$ cat src/pkg/lcd_pkg.sv
package lcd_pkg;

    // command word register
    localparam logic [6:0] CMD_WORD_ADDR   = 7'h00;
    localparam logic [7:0] CMD_REINIT      = 8'h78;

    // primary flags field positions
    localparam int FLAG_INIT_BIT   = 7;
    localparam int FLAG_CPIN_BIT   = 4;
    localparam int FLAG_FIRST_LOW_VOLTAGE_FLAG_BIT   = 1;
    localparam int FLAG_FINAL_LOW_VOLTAGE_FLAG_BIT   = 0;

    // initialization values
    localparam logic [7:0] RST_BYTE        = 8'h00;
    localparam logic [7:0] INIT_RC_FULL    = 8'h64;
    localparam logic [7:0] INIT_RC_EMPTY   = 8'h00;
    localparam logic [7:0] INIT_FLAGS_FULL = 8'h90;
    localparam logic [7:0] INIT_FLAGS_EMPTY = 8'h10;
    localparam logic [7:0] INIT_CAPL       = 8'h00;

    // band thresholds in percent, ascending: 10 20 40 50 60 70 80 90
    localparam int         NUM_BANDS = 8;
    localparam logic [55:0] BAND_PCT = {7'h5A, 7'h50, 7'h46, 7'h3C,
                                        7'h32, 7'h28, 7'h14, 7'h0A};
    localparam int B10 = 0;
    localparam int B20 = 1;
    localparam int B40 = 2;
    localparam int B50 = 3;
    localparam int B60 = 4;
    localparam int B70 = 5;
    localparam int B80 = 6;
    localparam int B90 = 7;
    localparam logic [23:0] PCT_FULL = 24'h000064;

    // segment bank masks
    localparam logic [4:0] BANK_ODD_MASK  = 5'h15;
    localparam logic [4:0] BANK_EVEN_MASK = 5'h0A;
    localparam logic [4:0] SEG_NONE       = 5'h00;

    // timing
    localparam int unsigned CLK_FREQ_HZ   = 32'h05F5E100;
    localparam int unsigned MUX_RATE_HZ   = 32'h00000064;
    localparam int unsigned BANK_DUTY_PCT = 32'h0000001E;
    localparam int unsigned BLINK_RATE_HZ = 32'h00000004;
    localparam int unsigned DISPLAY_REQUEST_N_LONG_S   = 32'h0000000A;
    localparam int unsigned DISPLAY_REQUEST_N_SHORT_S  = 32'h00000004;
    localparam int unsigned MUX_PERIOD_CYC = CLK_FREQ_HZ / MUX_RATE_HZ;
    localparam int unsigned BANK_ON_CYC    =
        MUX_PERIOD_CYC * BANK_DUTY_PCT / 32'h00000064;
    localparam int unsigned BLINK_HALF_CYC =
        CLK_FREQ_HZ / (32'h00000002 * BLINK_RATE_HZ);
    localparam int unsigned DISPLAY_REQUEST_N_LONG_CYC  = DISPLAY_REQUEST_N_LONG_S * CLK_FREQ_HZ;
    localparam int unsigned DISPLAY_REQUEST_N_SHORT_CYC = DISPLAY_REQUEST_N_SHORT_S * CLK_FREQ_HZ;

    typedef enum logic [1:0] {
        LCD_ST_INIT = 2'h1,
        LCD_ST_RUN  = 2'h2
    } lcd_state_t;

    // strap coding: 00 low, 01 high, 10 floating
    typedef enum logic [1:0] {
        LCD_MODE_INC = 2'h0,
        LCD_MODE_BIN = 2'h1,
        LCD_MODE_BAR = 2'h2,
        LCD_MODE_RSV = 2'h3
    } lcd_mode_t;

endpackage

$ cat src/lcd_display_ctrl.sv
`timescale 1ns/1ps

module lcd_display_ctrl #(
    parameter int unsigned MUX_PERIOD_CYC = lcd_pkg::MUX_PERIOD_CYC,
    parameter int unsigned BANK_ON_CYC    = lcd_pkg::BANK_ON_CYC,
    parameter int unsigned BLINK_HALF_CYC = lcd_pkg::BLINK_HALF_CYC,
    parameter int unsigned DISPLAY_REQUEST_N_LONG_CYC  = lcd_pkg::DISPLAY_REQUEST_N_LONG_CYC,
    parameter int unsigned DISPLAY_REQUEST_N_SHORT_CYC = lcd_pkg::DISPLAY_REQUEST_N_SHORT_CYC
) (
    // clock and reset
    input  wire logic        i_core_clk,
    input  wire logic        i_sys_rst,
    input  wire logic        i_clk_en,
    // decoded register writes from the serial link
    input  wire logic        i_cmd_wr,
    input  wire logic [6:0]  i_cmd_addr,
    input  wire logic [7:0]  i_cmd_data,
    // gauge core
    input  wire logic [7:0]  i_programmed_full_count,
    input  wire logic        i_capacity_wr,
    input  wire logic [15:0] i_capacity_value,
    input  wire logic [7:0]  i_relative_charge,
    input  wire logic        i_first_low_voltage,
    input  wire logic        i_final_low_voltage,
    // pins
    input  wire logic        i_display_request_n,
    input  wire logic [1:0]  i_display_mode_strap,
    input  wire logic        i_full_init_strap,
    // led drive
    output logic      [4:0]  o_led_segment_oe,
    output logic             o_led_common_drive,
    // register readback
    output logic      [7:0]  o_full_capacity_reference,
    output logic      [7:0]  o_capacity_high_byte,
    output logic      [7:0]  o_capacity_low_byte,
    output logic      [7:0]  o_relative_charge,
    output logic      [7:0]  o_primary_flags
);

    lcd_pkg::lcd_state_t state_q;
    lcd_pkg::lcd_state_t state_d;
    lcd_pkg::lcd_mode_t  mode_q;
    lcd_pkg::lcd_mode_t  mode_d;
    logic [7:0]          fcr_q;
    logic [7:0]          fcr_d;
    logic [7:0]          capacity_high_byte_q;
    logic [7:0]          capacity_high_byte_d;
    logic [7:0]          capacity_low_byte_q;
    logic [7:0]          capacity_low_byte_d;
    logic [7:0]          rc_q;
    logic [7:0]          rc_d;
    logic [7:0]          flags_q;
    logic [7:0]          flags_d;

    logic                req_prev_q;
    logic                req_prev_d;
    logic [31:0]         display_request_n_cnt_q;
    logic [31:0]         display_request_n_cnt_d;
    logic [31:0]         mux_cnt_q;
    logic [31:0]         mux_cnt_d;
    logic [31:0]         blink_cnt_q;
    logic [31:0]         blink_cnt_d;
    logic                blink_q;
    logic                blink_d;

    logic [4:0]          seg_oe_q;
    logic [4:0]          seg_oe_d;
    logic                led_common_drive_q;
    logic                led_common_drive_d;

    logic [4:0]          pattern;
    logic                blink_led_segment_one;
    logic                reinit_cmd;
    logic                req_start;
    logic                bank_odd;
    logic                bank_even;
    logic                display_request_n_active;
    logic [4:0]          lit;

    lcd_band_decode u_band (
        .i_compensated_capacity    ({capacity_high_byte_q, capacity_low_byte_q}),
        .i_full_capacity_reference (fcr_q),
        .i_mode                    (mode_q),
        .i_first_low_voltage_flag  (flags_q[lcd_pkg::FLAG_FIRST_LOW_VOLTAGE_FLAG_BIT]),
        .o_pattern                 (pattern),
        .o_blink_led_segment_one              (blink_led_segment_one)
    );

    assign reinit_cmd = i_cmd_wr
        && (i_cmd_addr == lcd_pkg::CMD_WORD_ADDR)
        && (i_cmd_data == lcd_pkg::CMD_REINIT);

    // ---------------- register state ----------------
    always_comb begin
        state_d = state_q;
        mode_d  = mode_q;
        fcr_d   = fcr_q;
        capacity_high_byte_d  = capacity_high_byte_q;
        capacity_low_byte_d  = capacity_low_byte_q;
        rc_d    = rc_q;
        flags_d = flags_q;
        case (state_q)
            lcd_pkg::LCD_ST_INIT: begin
                // straps sampled here, after reset release
                mode_d = lcd_pkg::lcd_mode_t'(i_display_mode_strap);
                if (i_full_init_strap) begin
                    fcr_d   = i_programmed_full_count;
                    capacity_high_byte_d  = i_programmed_full_count;
                    capacity_low_byte_d  = lcd_pkg::INIT_CAPL;
                    rc_d    = lcd_pkg::INIT_RC_FULL;
                    flags_d = lcd_pkg::INIT_FLAGS_FULL;
                end else begin
                    fcr_d   = lcd_pkg::RST_BYTE;
                    capacity_high_byte_d  = lcd_pkg::RST_BYTE;
                    capacity_low_byte_d  = lcd_pkg::RST_BYTE;
                    rc_d    = lcd_pkg::INIT_RC_EMPTY;
                    flags_d = lcd_pkg::INIT_FLAGS_EMPTY;
                end
                // a live low-voltage condition is not lost by the init
                flags_d[lcd_pkg::FLAG_FIRST_LOW_VOLTAGE_FLAG_BIT] = i_first_low_voltage;
                flags_d[lcd_pkg::FLAG_FINAL_LOW_VOLTAGE_FLAG_BIT] = i_final_low_voltage;
                state_d = lcd_pkg::LCD_ST_RUN;
            end
            lcd_pkg::LCD_ST_RUN: begin
                if (i_capacity_wr) begin
                    capacity_high_byte_d = i_capacity_value[15:8];
                    capacity_low_byte_d = i_capacity_value[7:0];
                    rc_d   = i_relative_charge;
                end
                flags_d[lcd_pkg::FLAG_FIRST_LOW_VOLTAGE_FLAG_BIT] = i_first_low_voltage;
                flags_d[lcd_pkg::FLAG_FINAL_LOW_VOLTAGE_FLAG_BIT] = i_final_low_voltage;
                if (reinit_cmd) begin
                    state_d = lcd_pkg::LCD_ST_INIT;
                end
            end
            default: begin
                state_d = lcd_pkg::LCD_ST_INIT;
            end
        endcase
    end

    always_ff @(posedge i_core_clk) begin
        if (i_sys_rst) begin
            state_q <= lcd_pkg::LCD_ST_INIT;
            mode_q  <= lcd_pkg::LCD_MODE_INC;
            fcr_q   <= lcd_pkg::RST_BYTE;
            capacity_high_byte_q  <= lcd_pkg::RST_BYTE;
            capacity_low_byte_q  <= lcd_pkg::RST_BYTE;
            rc_q    <= lcd_pkg::RST_BYTE;
            flags_q <= lcd_pkg::RST_BYTE;
        end else if (i_clk_en) begin
            state_q <= state_d;
            mode_q  <= mode_d;
            fcr_q   <= fcr_d;
            capacity_high_byte_q  <= capacity_high_byte_d;
            capacity_low_byte_q  <= capacity_low_byte_d;
            rc_q    <= rc_d;
            flags_q <= flags_d;
        end
    end

    // ---------------- timers ----------------
    assign req_start = req_prev_q && !i_display_request_n;

    always_comb begin
        req_prev_d  = i_display_request_n;
        display_request_n_cnt_d  = display_request_n_cnt_q;
        mux_cnt_d   = mux_cnt_q + 32'h00000001;
        blink_cnt_d = blink_cnt_q + 32'h00000001;
        blink_d     = blink_q;
        if (mux_cnt_q >= MUX_PERIOD_CYC - 32'h00000001) begin
            mux_cnt_d = 32'h00000000;
        end
        if (blink_cnt_q >= BLINK_HALF_CYC - 32'h00000001) begin
            blink_cnt_d = 32'h00000000;
            blink_d     = !blink_q;
        end
        if (state_q != lcd_pkg::LCD_ST_RUN) begin
            display_request_n_cnt_d = 32'h00000000;
        end else if (req_start) begin
            // falling edge of the request restarts the period
            if (mode_q == lcd_pkg::LCD_MODE_INC) begin
                display_request_n_cnt_d = DISPLAY_REQUEST_N_LONG_CYC;
            end else begin
                display_request_n_cnt_d = DISPLAY_REQUEST_N_SHORT_CYC;
            end
        end else if (display_request_n_cnt_q != 32'h00000000) begin
            display_request_n_cnt_d = display_request_n_cnt_q - 32'h00000001;
        end
    end

    always_ff @(posedge i_core_clk) begin
        if (i_sys_rst) begin
            req_prev_q  <= 1'b1;
            display_request_n_cnt_q  <= 32'h00000000;
            mux_cnt_q   <= 32'h00000000;
            blink_cnt_q <= 32'h00000000;
            blink_q     <= 1'b0;
        end else if (i_clk_en) begin
            req_prev_q  <= req_prev_d;
            display_request_n_cnt_q  <= display_request_n_cnt_d;
            mux_cnt_q   <= mux_cnt_d;
            blink_cnt_q <= blink_cnt_d;
            blink_q     <= blink_d;
        end
    end

    // ---------------- segment drive ----------------
    // odd bank in the first 30%, even bank from mid-period for 30%
    assign bank_odd  = mux_cnt_q < BANK_ON_CYC;
    assign bank_even = (mux_cnt_q >= (MUX_PERIOD_CYC >> 1))
        && (mux_cnt_q < (MUX_PERIOD_CYC >> 1) + BANK_ON_CYC);

    assign display_request_n_active = (state_q == lcd_pkg::LCD_ST_RUN)
        && (display_request_n_cnt_q != 32'h00000000)
        && !i_display_request_n
        && !flags_q[lcd_pkg::FLAG_FINAL_LOW_VOLTAGE_FLAG_BIT];

    always_comb begin
        lit = pattern;
        if (blink_led_segment_one && !blink_q) begin
            lit[0] = 1'b0;
        end
        seg_oe_d = lcd_pkg::SEG_NONE;
        if (display_request_n_active) begin
            if (bank_odd) begin
                seg_oe_d = lit & lcd_pkg::BANK_ODD_MASK;
            end else if (bank_even) begin
                seg_oe_d = lit & lcd_pkg::BANK_EVEN_MASK;
            end
        end
        // common switch is registered from a RUN-only term: off in init after reset, but a reinit drops it one cycle late
        led_common_drive_d = display_request_n_active;
    end

    always_ff @(posedge i_core_clk) begin
        if (i_sys_rst) begin
            seg_oe_q <= lcd_pkg::SEG_NONE;
            led_common_drive_q   <= 1'b0;
        end else if (i_clk_en) begin
            seg_oe_q <= seg_oe_d;
            led_common_drive_q   <= led_common_drive_d;
        end
    end

    assign o_led_segment_oe          = seg_oe_q;
    assign o_led_common_drive        = led_common_drive_q;
    assign o_full_capacity_reference = fcr_q;
    assign o_capacity_high_byte      = capacity_high_byte_q;
    assign o_capacity_low_byte       = capacity_low_byte_q;
    assign o_relative_charge         = rc_q;
    assign o_primary_flags           = flags_q;

endmodule // lcd_display_ctrl

$ cat src/lcd_band_decode.sv
`timescale 1ns/1ps

module lcd_band_decode (
    // capacity
    input  wire logic [15:0]       i_compensated_capacity,
    input  wire logic [7:0]        i_full_capacity_reference,
    // mode and flags
    input  wire lcd_pkg::lcd_mode_t i_mode,
    input  wire logic              i_first_low_voltage_flag,
    // pattern
    output logic      [4:0]        o_pattern,
    output logic                   o_blink_led_segment_one
);

    logic [lcd_pkg::NUM_BANDS-1:0] ge;
    logic [23:0]                   cap_scaled;

    assign cap_scaled = 24'(i_compensated_capacity) * lcd_pkg::PCT_FULL;

    // lower bound inclusive; zero reference leaves every band clear
    genvar g;
    generate
        for (g = 0; g < lcd_pkg::NUM_BANDS; g++) begin : g_band
            logic [23:0] ref_scaled;
            assign ref_scaled = 24'({i_full_capacity_reference, 8'h00})
                * 24'(lcd_pkg::BAND_PCT[g*7 +: 7]);
            assign ge[g] = (i_full_capacity_reference != 8'h00)
                && (cap_scaled >= ref_scaled);
        end
    endgenerate

    always_comb begin
        o_pattern    = lcd_pkg::SEG_NONE;
        o_blink_led_segment_one = 1'b0;
        case (i_mode)
            lcd_pkg::LCD_MODE_INC: begin
                if (i_first_low_voltage_flag) begin
                    o_pattern    = 5'h01;
                    o_blink_led_segment_one = 1'b1;
                end else if (ge[lcd_pkg::B90]) begin
                    o_pattern = 5'h08;
                end else if (ge[lcd_pkg::B50]) begin
                    o_pattern = 5'h04;
                end else if (ge[lcd_pkg::B20]) begin
                    o_pattern = 5'h02;
                end else begin
                    o_pattern = 5'h01;
                end
            end
            lcd_pkg::LCD_MODE_BIN: begin
                if (ge[lcd_pkg::B70]) begin
                    o_pattern = 5'h03;
                end else if (ge[lcd_pkg::B40]) begin
                    o_pattern = 5'h01;
                end else if (ge[lcd_pkg::B10]) begin
                    o_pattern = 5'h02;
                end else begin
                    o_pattern = lcd_pkg::SEG_NONE;
                end
            end
            default: begin
                // reserved strap code falls back to bar graph
                if (i_first_low_voltage_flag) begin
                    o_pattern    = 5'h01;
                    o_blink_led_segment_one = 1'b1;
                end else if (ge[lcd_pkg::B80]) begin
                    o_pattern = 5'h1F;
                end else if (ge[lcd_pkg::B60]) begin
                    o_pattern = 5'h0F;
                end else if (ge[lcd_pkg::B40]) begin
                    o_pattern = 5'h07;
                end else if (ge[lcd_pkg::B20]) begin
                    o_pattern = 5'h03;
                end else begin
                    o_pattern = 5'h01;
                end
            end
        endcase
    end

endmodule // lcd_band_decode

$ cat config.mk
export PLATFORM = sky130hd
export DESIGN_NAME = lcd_display_ctrl
export DESIGN_NICKNAME = d
export VERILOG_FILES = /design/src/pkg/lcd_pkg.sv /design/src/lcd_display_ctrl.sv /design/src/lcd_band_decode.sv
export SDC_FILE = /design/constraint.sdc
export NUM_CORES = 1
export LEC_CHECK = 0
export BUFFER_PORTS_ARGS = -buffer_cell sky130_fd_sc_hd__buf_2
export CAP_MARGIN = 20
export CELL_PAD_IN_SITES_DETAIL_PLACEMENT = 1
export CELL_PAD_IN_SITES_GLOBAL_PLACEMENT = 1
export CORE_MARGIN = 10
export CORE_UTILIZATION = 43
export CTS_BUF_LIST = sky130_fd_sc_hd__clkbuf_8
export DETAILED_ROUTE_END_ITERATION = 8
export PLACE_DENSITY_LB_ADDON = 0.1
export SLEW_MARGIN = 10
export SYNTH_ARGS = -nofsm -noshare
export SYNTH_HDL_FRONTEND = slang
export SYNTH_HIERARCHICAL = 1
export SYNTH_SLANG_ARGS = --single-unit
$ cat constraint.sdc
create_clock -name i_core_clk -period 5.3 [get_ports i_core_clk]
set_clock_uncertainty 0.2 [all_clocks]
set_input_delay 1.06 -clock i_core_clk [delete_from_list [all_inputs] [get_ports i_core_clk]]
set_output_delay 1.06 -clock i_core_clk [all_outputs]
set_load 0.02 [all_outputs]
==> run_results.csv, run 1 <==
group,metric,value,unit
floorplanning,die_height,196,um
worst_setup_path,worstPathMaxFanout,3,
timing,grt_setup_unrepaired,"yes",
timing,maxSlewHeadroom,33.0,%
placement,placement.cell_area,0.0153,mm^2
worst_setup_path,worstSetupEndpoint,"o_led_segment_oe[1]",
synthesis,postSynth.topFlopCell,"dfxtp_1",
floorplanning,fp.coreArea,0.0307,mm^2
placement,detail_placement_hpwl,35.1,mm
layout,final.fill_count,3629,
global_routing,grt_first_pass_wirelength,72.5,mm
pwr,switchingPower,0.00187,W
global_routing,gr-total-overflow,0,
layout,finish.net_count,2178,
pwr,power.leakage,7.84,nW
timing,worst_slew_pin_slew,1.01,ns
clock_tree,h-tree-depth,4,
timing,clock.fmax,0.183,GHz
layout,postLayoutCoreUtil,55.4,%
synthesis,synth_async_sr_flop_share,0,%
timing,final.period_utilization,103,%
global_routing,grt_pass1_vias,13800,
placement,pre_cts_ws,-0.395,ns
timing,hold_viol_final,0,
worst_hold_path,min-delay-path-class,"register to register",
pwr,power.share.sequential,26.0,%
placement,place_congestion,0.909,
route,drtPass1Iterations,5,
floorplanning,start_util,43.6,%
layout,postLayoutCellArea,0.0170,mm^2
worst_setup_path,arrival,5.70,ns
timing,post-route-worst-setup-slack,-0.177,ns
pwr,p_sw_share,42.0,%
route,drtAntennaViolNets,0,
worst_setup_path,setup.worst_path.end_class,"register",
floorplanning,pin_count,104,
worst_setup_path,worst_r2r_path_depth,27,
clock_tree,cts_inserted_buffers,17,
route,routed_wire_length_per_instance,21.5,um
route,drt_iter0_drc,698,
route,remaining_drc_errors,0,
pwr,clock_power_share,20.2,%
clock_tree,clk_pin_slew_worst_paths,0.09,ns
worst_setup_path,timing.reg2reg.setup_slack,-0.18,ns
global_routing,grt_start_max_net_pins,54,
synthesis,synthDominantAreaCellType,"ha_1",
job,cap_violations,0,
worst_setup_path,cp.required,5.52,ns
synthesis,synth-seq-area-share,21.5,%
synthesis,synth_most_common_cell,"ha_1",
timing,drv_slew,0,
route,drt-vias-per-instance,5.76,
synthesis,netlist_top_cells_count,"ha_1 (232), nor2_1 (170), dfxtp_1 (144)",
synthesis,synth.cell_area,0.0134,mm^2
worst_setup_path,worst_setup_path_start_kind,"register",
synthesis,gate_count_post_synth,1592,
worst_setup_path,worst-setup-path-type,"register to register",
synthesis,synthesis.yosys.warnings,6,
layout,flow.area_growth_from_synthesis,26.9,%
timing,setup_viol,4,
synthesis,synth.area.top_cells,"ha_1 (22%), dfxtp_1 (22%), fa_1 (6.4%), nor2_1 (4.8%), xor2_1 (3.9%)",
synthesis,postSynthRegisterBits,144,
pwr,cell_internal_pwr,0.00258,W
pwr,ir_drop,0.000150,V
clock_tree,tritoncts_clock_tree,"yes",
synthesis,synth.top_cell.area_share,21.7,%
worst_setup_path,critical_path.reg2reg.endpoint,"o_led_segment_oe[1]",
route,postRouteWirelength,48.4,mm
pwr,power_density,262,mW/mm^2
pwr,comb_power_share,53.8,%
global_routing,grt_antenna_before_repair,1,
global_routing,grtUsageTotal,23.1,%
clock_tree,cts.sinks,144,
timing,final.setup.tns,-0.544,ns
route,vias,13000,
clock_tree,ctsLongestPathBuffers,2,
placement,io_buffer_count,99,
synthesis,synth.lib_cells_used.distinct,84,
floorplanning,core.rowCount,64,
synthesis,synthesis.area_per_instance,8.40,um^2
timing,post-route-min-period,5.48,ns
synthesis,synth-edff-count,0,
floorplanning,die_x,196,um
clock_tree,clock_insertion_delay_worst_skew,0.50,ns
floorplanning,fp.dieArea,0.0386,mm^2
worst_setup_path,regToRegStartpoint,"o_full_capacity_reference[5]",
layout,drive_above_1_share,26.6,%
worst_setup_path,crit_path_start,"o_full_capacity_reference[5]",
clock_tree,cts.root.buffer_cell,"clkbuf_8",
run_status,violations,"setup timing",
run_status,run_status,"finished, violations left",
logic make-up after synthesis:
kind of cell               after synthesis  synth area share [%]
and+or+nand+nor                        545                  20.6
AOI/OAI and AO/OA                      328                  16.7
adders and majority gates              277                  28.3
buffers and inverters                  182                  5.24
DFF                                    144                  21.5
xor gates and xnor gates               112                  7.33
muxes                                    3                 0.234
other                                    1                0.0280
sequential cells by signal, indices dropped and copies added, names as in the netlist, 5 cells and up:
signal / flops
blink_cnt_q: 32
display_request_n_cnt_q: 32
mux_cnt_q: 32
o_capacity_high_byte: 8
o_capacity_low_byte: 8
o_full_capacity_reference: 8
o_led_segment_oe: 5
o_relative_charge: 8
cells in the final DEF (no fill, tap or decap), types with 40 or more instances in the layout:
cell	Yosys	routed
dfxtp_1	144	124
buf_4	4	177
a21oi_1	89	68
nand2_1	105	103
ha_1	232	193
fa_1	43	40
buf_2	2	99
xnor2_1	53	43
nand3_1	62	60
inv_1	130	123
xor2_1	59	57
nor2_1	170	162
final cells by class:
type | instances | area [um^2] | share of cell area (%)
Clock inverter | 14 | 146 | 0.862
Tap cell | 396 | 495 | 2.92
Antenna cell | 1 | 2.50 | 0.0147
Sequential cell | 144 | 2940 | 17.3
Multi-Input combinational cell | 1269 | 10800 | 63.4
Inverter | 131 | 492 | 2.90
Clock buffer | 18 | 248 | 1.46
Timing Repair Buffer | 282 | 1890 | 11.1
layer usage:
layer / part of all wire, % / GRT usage (%) / routed length [um]
met1: 42 / 27.6 / 20500
met2: 51 / 41.0 / 24700
met3: 3.5 / 3.85 / 1680
met4: 3.2 / 7.61 / 1530
met5: 0 / 0 / 0
worst min path at each step:
| stage | from | endpoint | cells after the start |
|---|---|---|---|
| after floorplan | display_request_n_cnt_q[16] | display_request_n_cnt_q[16] | 2 |
| after global placement | display_request_n_cnt_q[16] | display_request_n_cnt_q[16] | 2 |
| after detailed placement | display_request_n_cnt_q[16] | display_request_n_cnt_q[16] | 2 |
| after CTS | display_request_n_cnt_q[16] | display_request_n_cnt_q[16] | 2 |
| after global routing | display_request_n_cnt_q[16] | display_request_n_cnt_q[16] | 2 |
| final | display_request_n_cnt_q[16] | display_request_n_cnt_q[16] | 2 |
through the flow:
| step | power (W) | hold slack [ns] | cells |
|---|---|---|---|
| 6_report | 0.00445 | 0.271 | 2255 |
| 3_5_place_dp | 0.00313 | 0.256 | 2182 |
| 3_3_place_gp | 0.00304 | 0.239 | 2181 |
| 5_1_grt | 0.00474 | 0.296 | 2254 |
| 2_1_floorplan | 0.00237 | 0.228 | 1595 |
| 4_1_cts | 0.00419 | 0.275 | 2240 |
critical path, stage by stage (launching register included):
cell and delay, ns:
dfxtp_4 0.38, ha_4 0.26, ha_4 0.26, inv_2 0.04
fa_1 0.52, inv_1 0.05, ha_1 0.26, a21o_1 0.22
a21oi_4 0.16, o21bai_1 0.11, a21oi_2 0.17, o21bai_1 0.11
a21oi_2 0.15, o21bai_1 0.09, a21oi_1 0.17, xor2_1 0.20
ha_1 0.27, and4_1 0.24, nand2_2 0.08, nor3_2 0.04
a31oi_1 0.17, o21ai_1 0.11, maj3_2 0.33, a31oi_4 0.24
buf_6 0.14, a31oi_4 0.07, o211ai_2 0.20, a22o_1 0.14
repair_timing:
action	in CTS	in global routing
pin swaps	58	89
hold buffers	0	0
setup buffers	26	17
setup endpoints to repair	5	5
gates resized for setup	75	101
power groups by stage:
stage	Combinational (W)	Clock (W)	Sequential, W
2_1_floorplan	0.00117	0	0.00120
4_1_cts	0.00210	0.000927	0.00115
3_3_place_gp	0.00186	0	0.00118
5_1_grt	0.00260	0.000979	0.00116
3_5_place_dp	0.00195	0	0.00118
6_report	0.00239	0.000900	0.00116
(Power assumes the default switching activity.)
==> run 2, diff against run 1 <==
- ABC_AREA: default -> 1
- BUFFER_PORTS_ARGS: -buffer_cell sky130_fd_sc_hd__buf_2 -> -buffer_cell sky130_fd_sc_hd__clkbuf_2
- CORE_UTILIZATION: 43 -> 46
- clock period: 5.3 -> 5.81 ns (I/O delays scaled with it)
==> run_results.csv, run 2 <==
group,metric,value,unit
clock_tree,cts_inserted_buffers,17,
clock_tree,tritoncts_clock_tree,"yes",
pwr,switchingPower,0.00193,W
worst_setup_path,worstPathMaxFanout,7,
layout,num_antenna_cells,0,
placement,dpl.cell_count,2509,
floorplanning,pin_count,104,
synthesis,synth.area.top_cells,"ha_1 (20%), dfxtp_1 (20%), nand2_1 (11%), nor2_1 (7.7%), inv_1 (7.3%)",
clock_tree,clk_pin_slew_worst_paths,0.09,ns
floorplanning,die_x,196,um
synthesis,synthesis.yosys.warnings,6,
floorplanning,die_height,196,um
synthesis,synth-edff-count,0,
pwr,ir_drop,0.000175,V
layout,drive_above_1_share,10.9,%
floorplanning,start_util,46.6,%
global_routing,grt_start_max_net_pins,78,
timing,grt_setup_unrepaired,"no",
global_routing,gr-total-overflow,0,
pwr,cell_internal_pwr,0.00223,W
clock_tree,postCtsSetupRepairBufs,0,
global_routing,grt_antenna_before_repair,0,
job,cap_violations,0,
route,routed_wire_length_per_instance,17.2,um
clock_tree,clock_insertion_delay_worst_skew,0.48,ns
synthesis,postSynthRegisterBits,144,
pwr,power.leakage,8.17,nW
synthesis,gate_count_post_synth,2029,
synthesis,synth_async_sr_flop_share,0,%
worst_hold_path,min-delay-path-class,"register to register",
synthesis,synth-seq-area-share,20.3,%
pwr,comb_power_share,55.3,%
route,vias,13500,
global_routing,grtUsageTotal,23.0,%
route,drt-vias-per-instance,5.31,
layout,finish.net_count,2465,
timing,hold_viol_final,0,
clock_tree,h-tree-depth,4,
synthesis,synthDominantAreaCellType,"ha_1",
worst_setup_path,cp.required,5.94,ns
route,remaining_drc_errors,0,
layout,final_cell_mix,"nand2_1 (427), nor2_1 (290), inv_1 (279), ha_1 (232), dfxtp_1 (144)",
route,drtAntennaViolNets,0,
clock_tree,cts.root.buffer_cell,"clkbuf_8",
worst_setup_path,worst_path_max_delay_cell,"dfxtp_1",
global_routing,grt_first_pass_wirelength,73.0,mm
floorplanning,fp.dieArea,0.0383,mm^2
timing,final.setup.tns,0,ns
worst_setup_path,arrival,5.51,ns
placement,placement.cell_area,0.0152,mm^2
pwr,power.share.sequential,25.2,%
synthesis,synth.top_cell.area_share,20.4,%
placement,place_congestion,0.864,
route,postRouteWirelength,43.8,mm
route,drt_iter0_drc,545,
worst_setup_path,worst_setup_path_start_kind,"register",
run_status,run_status,"finished, final reports clean",
clock_tree,cts_hold_repair.buffers,0,
synthesis,netlist_top_cells_count,"nand2_1 (427), nor2_1 (290), inv_1 (278)",
timing,maxSlewHeadroom,40.8,%
placement,detail_placement_hpwl,35.9,mm
pwr,p_sw_share,46.3,%
timing,post-route-min-period,5.38,ns
timing,setup_viol,0,
worst_setup_path,cp_common_cell,"nand2_1",
worst_setup_path,worst-setup-path-type,"register to register",
pwr,power_density,267,mW/mm^2
synthesis,synth.lib_cells_used.distinct,54,
synthesis,synth.cell_area,0.0142,mm^2
timing,drv_slew,0,
clock_tree,ctsLongestPathBuffers,2,
clock_tree,cts.sinks,144,
synthesis,synth_most_common_cell,"nand2_1",
placement,pre_cts_ws,0.419,ns
layout,postLayoutCellArea,0.0156,mm^2
timing,post-route-worst-setup-slack,0.431,ns
layout,final_common_cell,"nand2_1",
global_routing,grt_pass1_vias,14500,
pwr,clock_power_share,19.5,%
timing,worst_slew_pin_slew,0.888,ns
placement,io_buffer_count,99,
synthesis,synthesis.area_per_instance,7.01,um^2
floorplanning,fp.coreArea,0.0305,mm^2
layout,reg_top3,"blink_cnt_q x32, display_request_n_cnt_q x32, mux_cnt_q x32",
layout,stdcell_count,2540,
timing,final.period_utilization,92.6,%
route,drtPass1Iterations,4,
worst_setup_path,critical-path-max-stage-delay,0.51,ns
worst_setup_path,setup.worst_path.end_class,"register",
timing,clock.fmax,0.186,GHz
pwr,power.total,0.00416,W
synthesis,postSynth.topFlopCell,"dfxtp_1",
clock_tree,post_cts.resized_instances,0,
floorplanning,core.rowCount,64,
layout,flow.area_growth_from_synthesis,9.43,%
==> run 2: cell types whose count changed after synthesis, sizes merged, moves of 19 or more <==
cell	previous run	this run
nor2	171	314
xnor2	53	24
a21oi	92	124
nand3	62	91
a21o	33	3
and3	22	1
o21ai	49	68
nand2	105	455
inv	130	286
clkbuf	42	18
==> run 2: final timing paths <==
kind	startpoint	end	slack, ns	depth (start not counted)
worst min register to register	blink_cnt_q[27]	blink_cnt_q[27]	0.24	2
worst max-delay path	o_capacity_high_byte[2]	o_led_segment_oe[1]	0.43	28
worst max register to register	o_capacity_high_byte[2]	o_led_segment_oe[1]	0.43	28
worst min-delay path	blink_cnt_q[27]	blink_cnt_q[27]	0.24	2
==> run 2: area by class of cell <==
type	count	area, um^2
Clock inverter	13	138
Inverter	288	1080
Tap cell	396	495
Timing Repair Buffer	117	631
Multi-Input combinational cell	1564	10100
Fill cell	4060	14900
Clock buffer	18	248
Sequential cell	144	2880
==> run 2: worst max-delay path, delay by kind of cell, from the launching register on <==
kind / cells / cell delay, ns
AND/OR/NAND/NOR: 17 / 1.98
AO/OA/AOI/OAI: 3 / 0.43
flip-flops: 1 / 0.51
buffers and inverters: 3 / 0.19
adder cells (fa/ha/maj): 5 / 1.90
==> run 2: kinds of logic after synthesis <==
family,count (synthesis),synth area share (%)
adders and majority gates,275,26.5
and+or+nand+nor,964,29.8
other,1,0.0264
xor gates and xnor gates,80,5.03
AOI/OAI and AO/OA,241,9.51
DFF,144,20.3
buffers and inverters,324,8.92
==> run 2: metrics by stage <==
step / hold WS (ns) / utilization [%]
6_report: 0.242 / 51.0
5_1_grt: 0.264 / 51.0
4_1_cts: 0.243 / 51.0
3_5_place_dp: 0.231 / 49.7
3_3_place_gp: 0.223 / 49.7
2_1_floorplan: 0.214 / -
==> run 2: per-layer routing <==
layer | up-vias | GRT usage [%] | wire [um] | share of wire (%)
met5 | - | 0 | 0 | 0
met4 | 0 | 7.66 | 1120 | 2.6
met3 | 72 | 2.76 | 1080 | 2.5
met2 | 164 | 41.9 | 22200 | 51
met1 | 6497 | 27.2 | 19400 | 44
li1 | 6758 | - | - | -
==> run 2: power by group through the flow <==
stage          Clock, W  Combinational, W  Sequential, W
6_report       0.000810           0.00230        0.00105
5_1_grt        0.000874           0.00262        0.00105
4_1_cts        0.000832           0.00230        0.00105
3_5_place_dp          0           0.00228        0.00107
3_3_place_gp          0           0.00218        0.00107
2_1_floorplan         0           0.00160        0.00110
==> run 3, diff against run 2 <==
- SETUP_SLACK_MARGIN: default -> 0.5
==> run_results.csv, run 3 (synthesis results as in run 2) <==
group,metric,value,unit
timing,worst_slew_pin_slew,0.917,ns
layout,final.fill_count,4047,
layout,multi_input_comb_area,0.0102,mm^2
route,drt_iter0_drc,553,
worst_setup_path,worst_setup_path_start_kind,"register",
layout,num_antenna_cells,0,
run_status,run_status,"finished, final reports clean",
worst_setup_path,worst-setup-path-type,"register to register",
pwr,switchingPower,0.00197,W
worst_setup_path,arrival,5.34,ns
worst_setup_path,regToRegStartpoint,"o_full_capacity_reference[4]",
worst_setup_path,critical-path-max-stage-delay,0.56,ns
route,drt-vias-per-instance,5.33,
clock_tree,cts_hold_repair.buffers,0,
worst_hold_path,whs_endpoint,"mux_cnt_q[22]",
clock_tree,cts_inserted_buffers,17,
layout,drive_above_1_share,13.2,%
worst_setup_path,critical_path.reg2reg.endpoint,"o_led_segment_oe[0]",
pwr,cell_internal_pwr,0.00229,W
global_routing,grt_first_pass_wirelength,73.1,mm
floorplanning,fp.dieArea,0.0383,mm^2
layout,flow.area_growth_from_synthesis,11.5,%
clock_tree,clock_insertion_delay_worst_skew,0.47,ns
route,vias,13600,
clock_tree,h-tree-depth,4,
global_routing,grtUsageTotal,23.0,%
worst_hold_path,hold_path_depth,2,
floorplanning,pin_count,104,
worst_setup_path,worst_path_max_delay_cell,"fa_1",
floorplanning,core.rowCount,64,
job,cap_violations,0,
pwr,power_density,268,mW/mm^2
route,postRouteWirelength,44.8,mm
pwr,power.leakage,8.20,nW
timing,final.period_utilization,88.4,%
pwr,clock_power_share,19.0,%
layout,register_area,0.00291,mm^2
pwr,power.share.sequential,24.8,%
pwr,ir_drop,0.000152,V
layout,reg_top3,"blink_cnt_q x32, display_request_n_cnt_q x32, mux_cnt_q x32",
clock_tree,tritoncts_clock_tree,"yes",
placement,io_buffer_count,99,
pwr,p_sw_share,46.2,%
timing,maxSlewHeadroom,38.9,%
worst_hold_path,timing.hold.worst.start,"mux_cnt_q[22]",
layout,final_cell_mix,"nand2_1 (426), nor2_1 (288), inv_1 (275), ha_1 (219), dfxtp_1 (128)",
timing,drv_slew,0,
worst_hold_path,min-delay-path-class,"register to register",
floorplanning,fp.coreArea,0.0305,mm^2
layout,final_common_cell,"nand2_1",
global_routing,gr-total-overflow,0,
worst_setup_path,setup.worst_path.end_class,"register",
timing,setup_viol,0,
global_routing,grt_start_max_net_pins,78,
floorplanning,die_height,196,um
worst_setup_path,worstPathMaxFanout,4,
timing,clock.fmax,0.195,GHz
clock_tree,cts.root.buffer_cell,"clkbuf_8",
placement,place_congestion,0.864,
floorplanning,die_x,196,um
clock_tree,clk_pin_slew_worst_paths,0.09,ns
route,drtAntennaViolNets,0,
layout,stdcell_count,2547,
timing,hold_viol_final,0,
timing,timing.hold.ws,0.242,ns
layout,finish.net_count,2472,
placement,dpl.cell_count,2509,
global_routing,grt_antenna_before_repair,0,
clock_tree,cts.sinks,144,
floorplanning,start_util,46.6,%
timing,final.setup.tns,0,ns
route,drtPass1Iterations,5,
route,remaining_drc_errors,0,
clock_tree,ctsLongestPathBuffers,2,
pwr,comb_power_share,56.2,%
worst_setup_path,timing.reg2reg.setup_slack,0.68,ns
placement,detail_placement_hpwl,35.9,mm
worst_setup_path,worst_r2r_path_depth,29,
worst_setup_path,cp.required,6.01,ns
timing,post-route-min-period,5.13,ns
route,routed_wire_length_per_instance,17.6,um
global_routing,grt_pass1_vias,14500,
timing,grt_setup_unrepaired,"yes",
## run 3: cell types whose count changed in the layout (fill, tap and decap cells not counted), sizes merged
cell      change
clkinvlp      +2
buf           +7
inv           -2
## run 3: timing repair
action	4_1_cts	5_1_grt
gates cloned	0	0
pin swaps	0	9
resized for setup	5	61
endpoints found under the setup margin	3	5
setup buffers	0	7
## run 3: through the flow
stage / worst slack, ns / power [W] / area (um^2) / utilization, %
3_3_place_gp: 0.617 / 0.00325 / 15200 / 49.7
5_1_grt: 0.427 / 0.00465 / 15900 / 52.0
6_report: 0.676 / 0.00426 / 15900 / 52.0
3_5_place_dp: 0.419 / 0.00335 / 15200 / 49.7
2_1_floorplan: 0.503 / 0.00270 / 14200 / -
4_1_cts: 0.507 / 0.00418 / 15600 / 51.0
## run 3: final cells by class
| cell class | count | area share [%] |
|---|---|---|
| Multi-Input combinational cell | 1564 | 64.6 |
| Sequential cell | 144 | 18.4 |
| Clock inverter | 13 | 0.868 |
| Timing Repair Buffer | 124 | 4.58 |
| Inverter | 288 | 6.88 |
| Clock buffer | 18 | 1.56 |
| Tap cell | 396 | 3.12 |
## run 3: layer usage
layer	vias up	track usage [%]	part of all wire, %
met1	6557	27.2	44
met2	178	42.0	51
met5	-	0	0
met4	0	7.69	2.6
met3	72	2.80	2.8
li1	6770	-	-
## run 3: critical path: cells and delay by family, from the launching register on
family | cells | cell delay (ns)
flip-flops | 1 | 0.35
adder cells (fa/ha/maj) | 5 | 1.87
AO/OA/AOI/OAI | 9 | 1.29
XOR/XNOR | 1 | 0.19
buffers and inverters | 4 | 0.34
AND/OR/NAND/NOR | 10 | 0.81
## run 3: worst max-delay path by stage
stage	start	end	slack, ns
after detailed placement	o_full_capacity_reference[4]	o_led_segment_oe[1]	0.42
after global routing	o_full_capacity_reference[4]	o_led_segment_oe[1]	0.43
after floorplan	o_full_capacity_reference[6]	o_led_segment_oe[1]	0.50
after global placement	o_full_capacity_reference[6]	o_led_segment_oe[1]	0.62
final	o_full_capacity_reference[4]	o_led_segment_oe[0]	0.68
after CTS	o_full_capacity_reference[4]	o_led_segment_oe[2]	0.51
## run 3: power groups by stage
stage | clock (W) | sequential [W] | combinational (W)
floorplan | 0 | 0.00110 | 0.00160
global placement | 0 | 0.00107 | 0.00218
detailed placement | 0 | 0.00107 | 0.00228
CTS | 0.000832 | 0.00105 | 0.00230
global route | 0.000874 | 0.00106 | 0.00272
finish | 0.000809 | 0.00105 | 0.00239
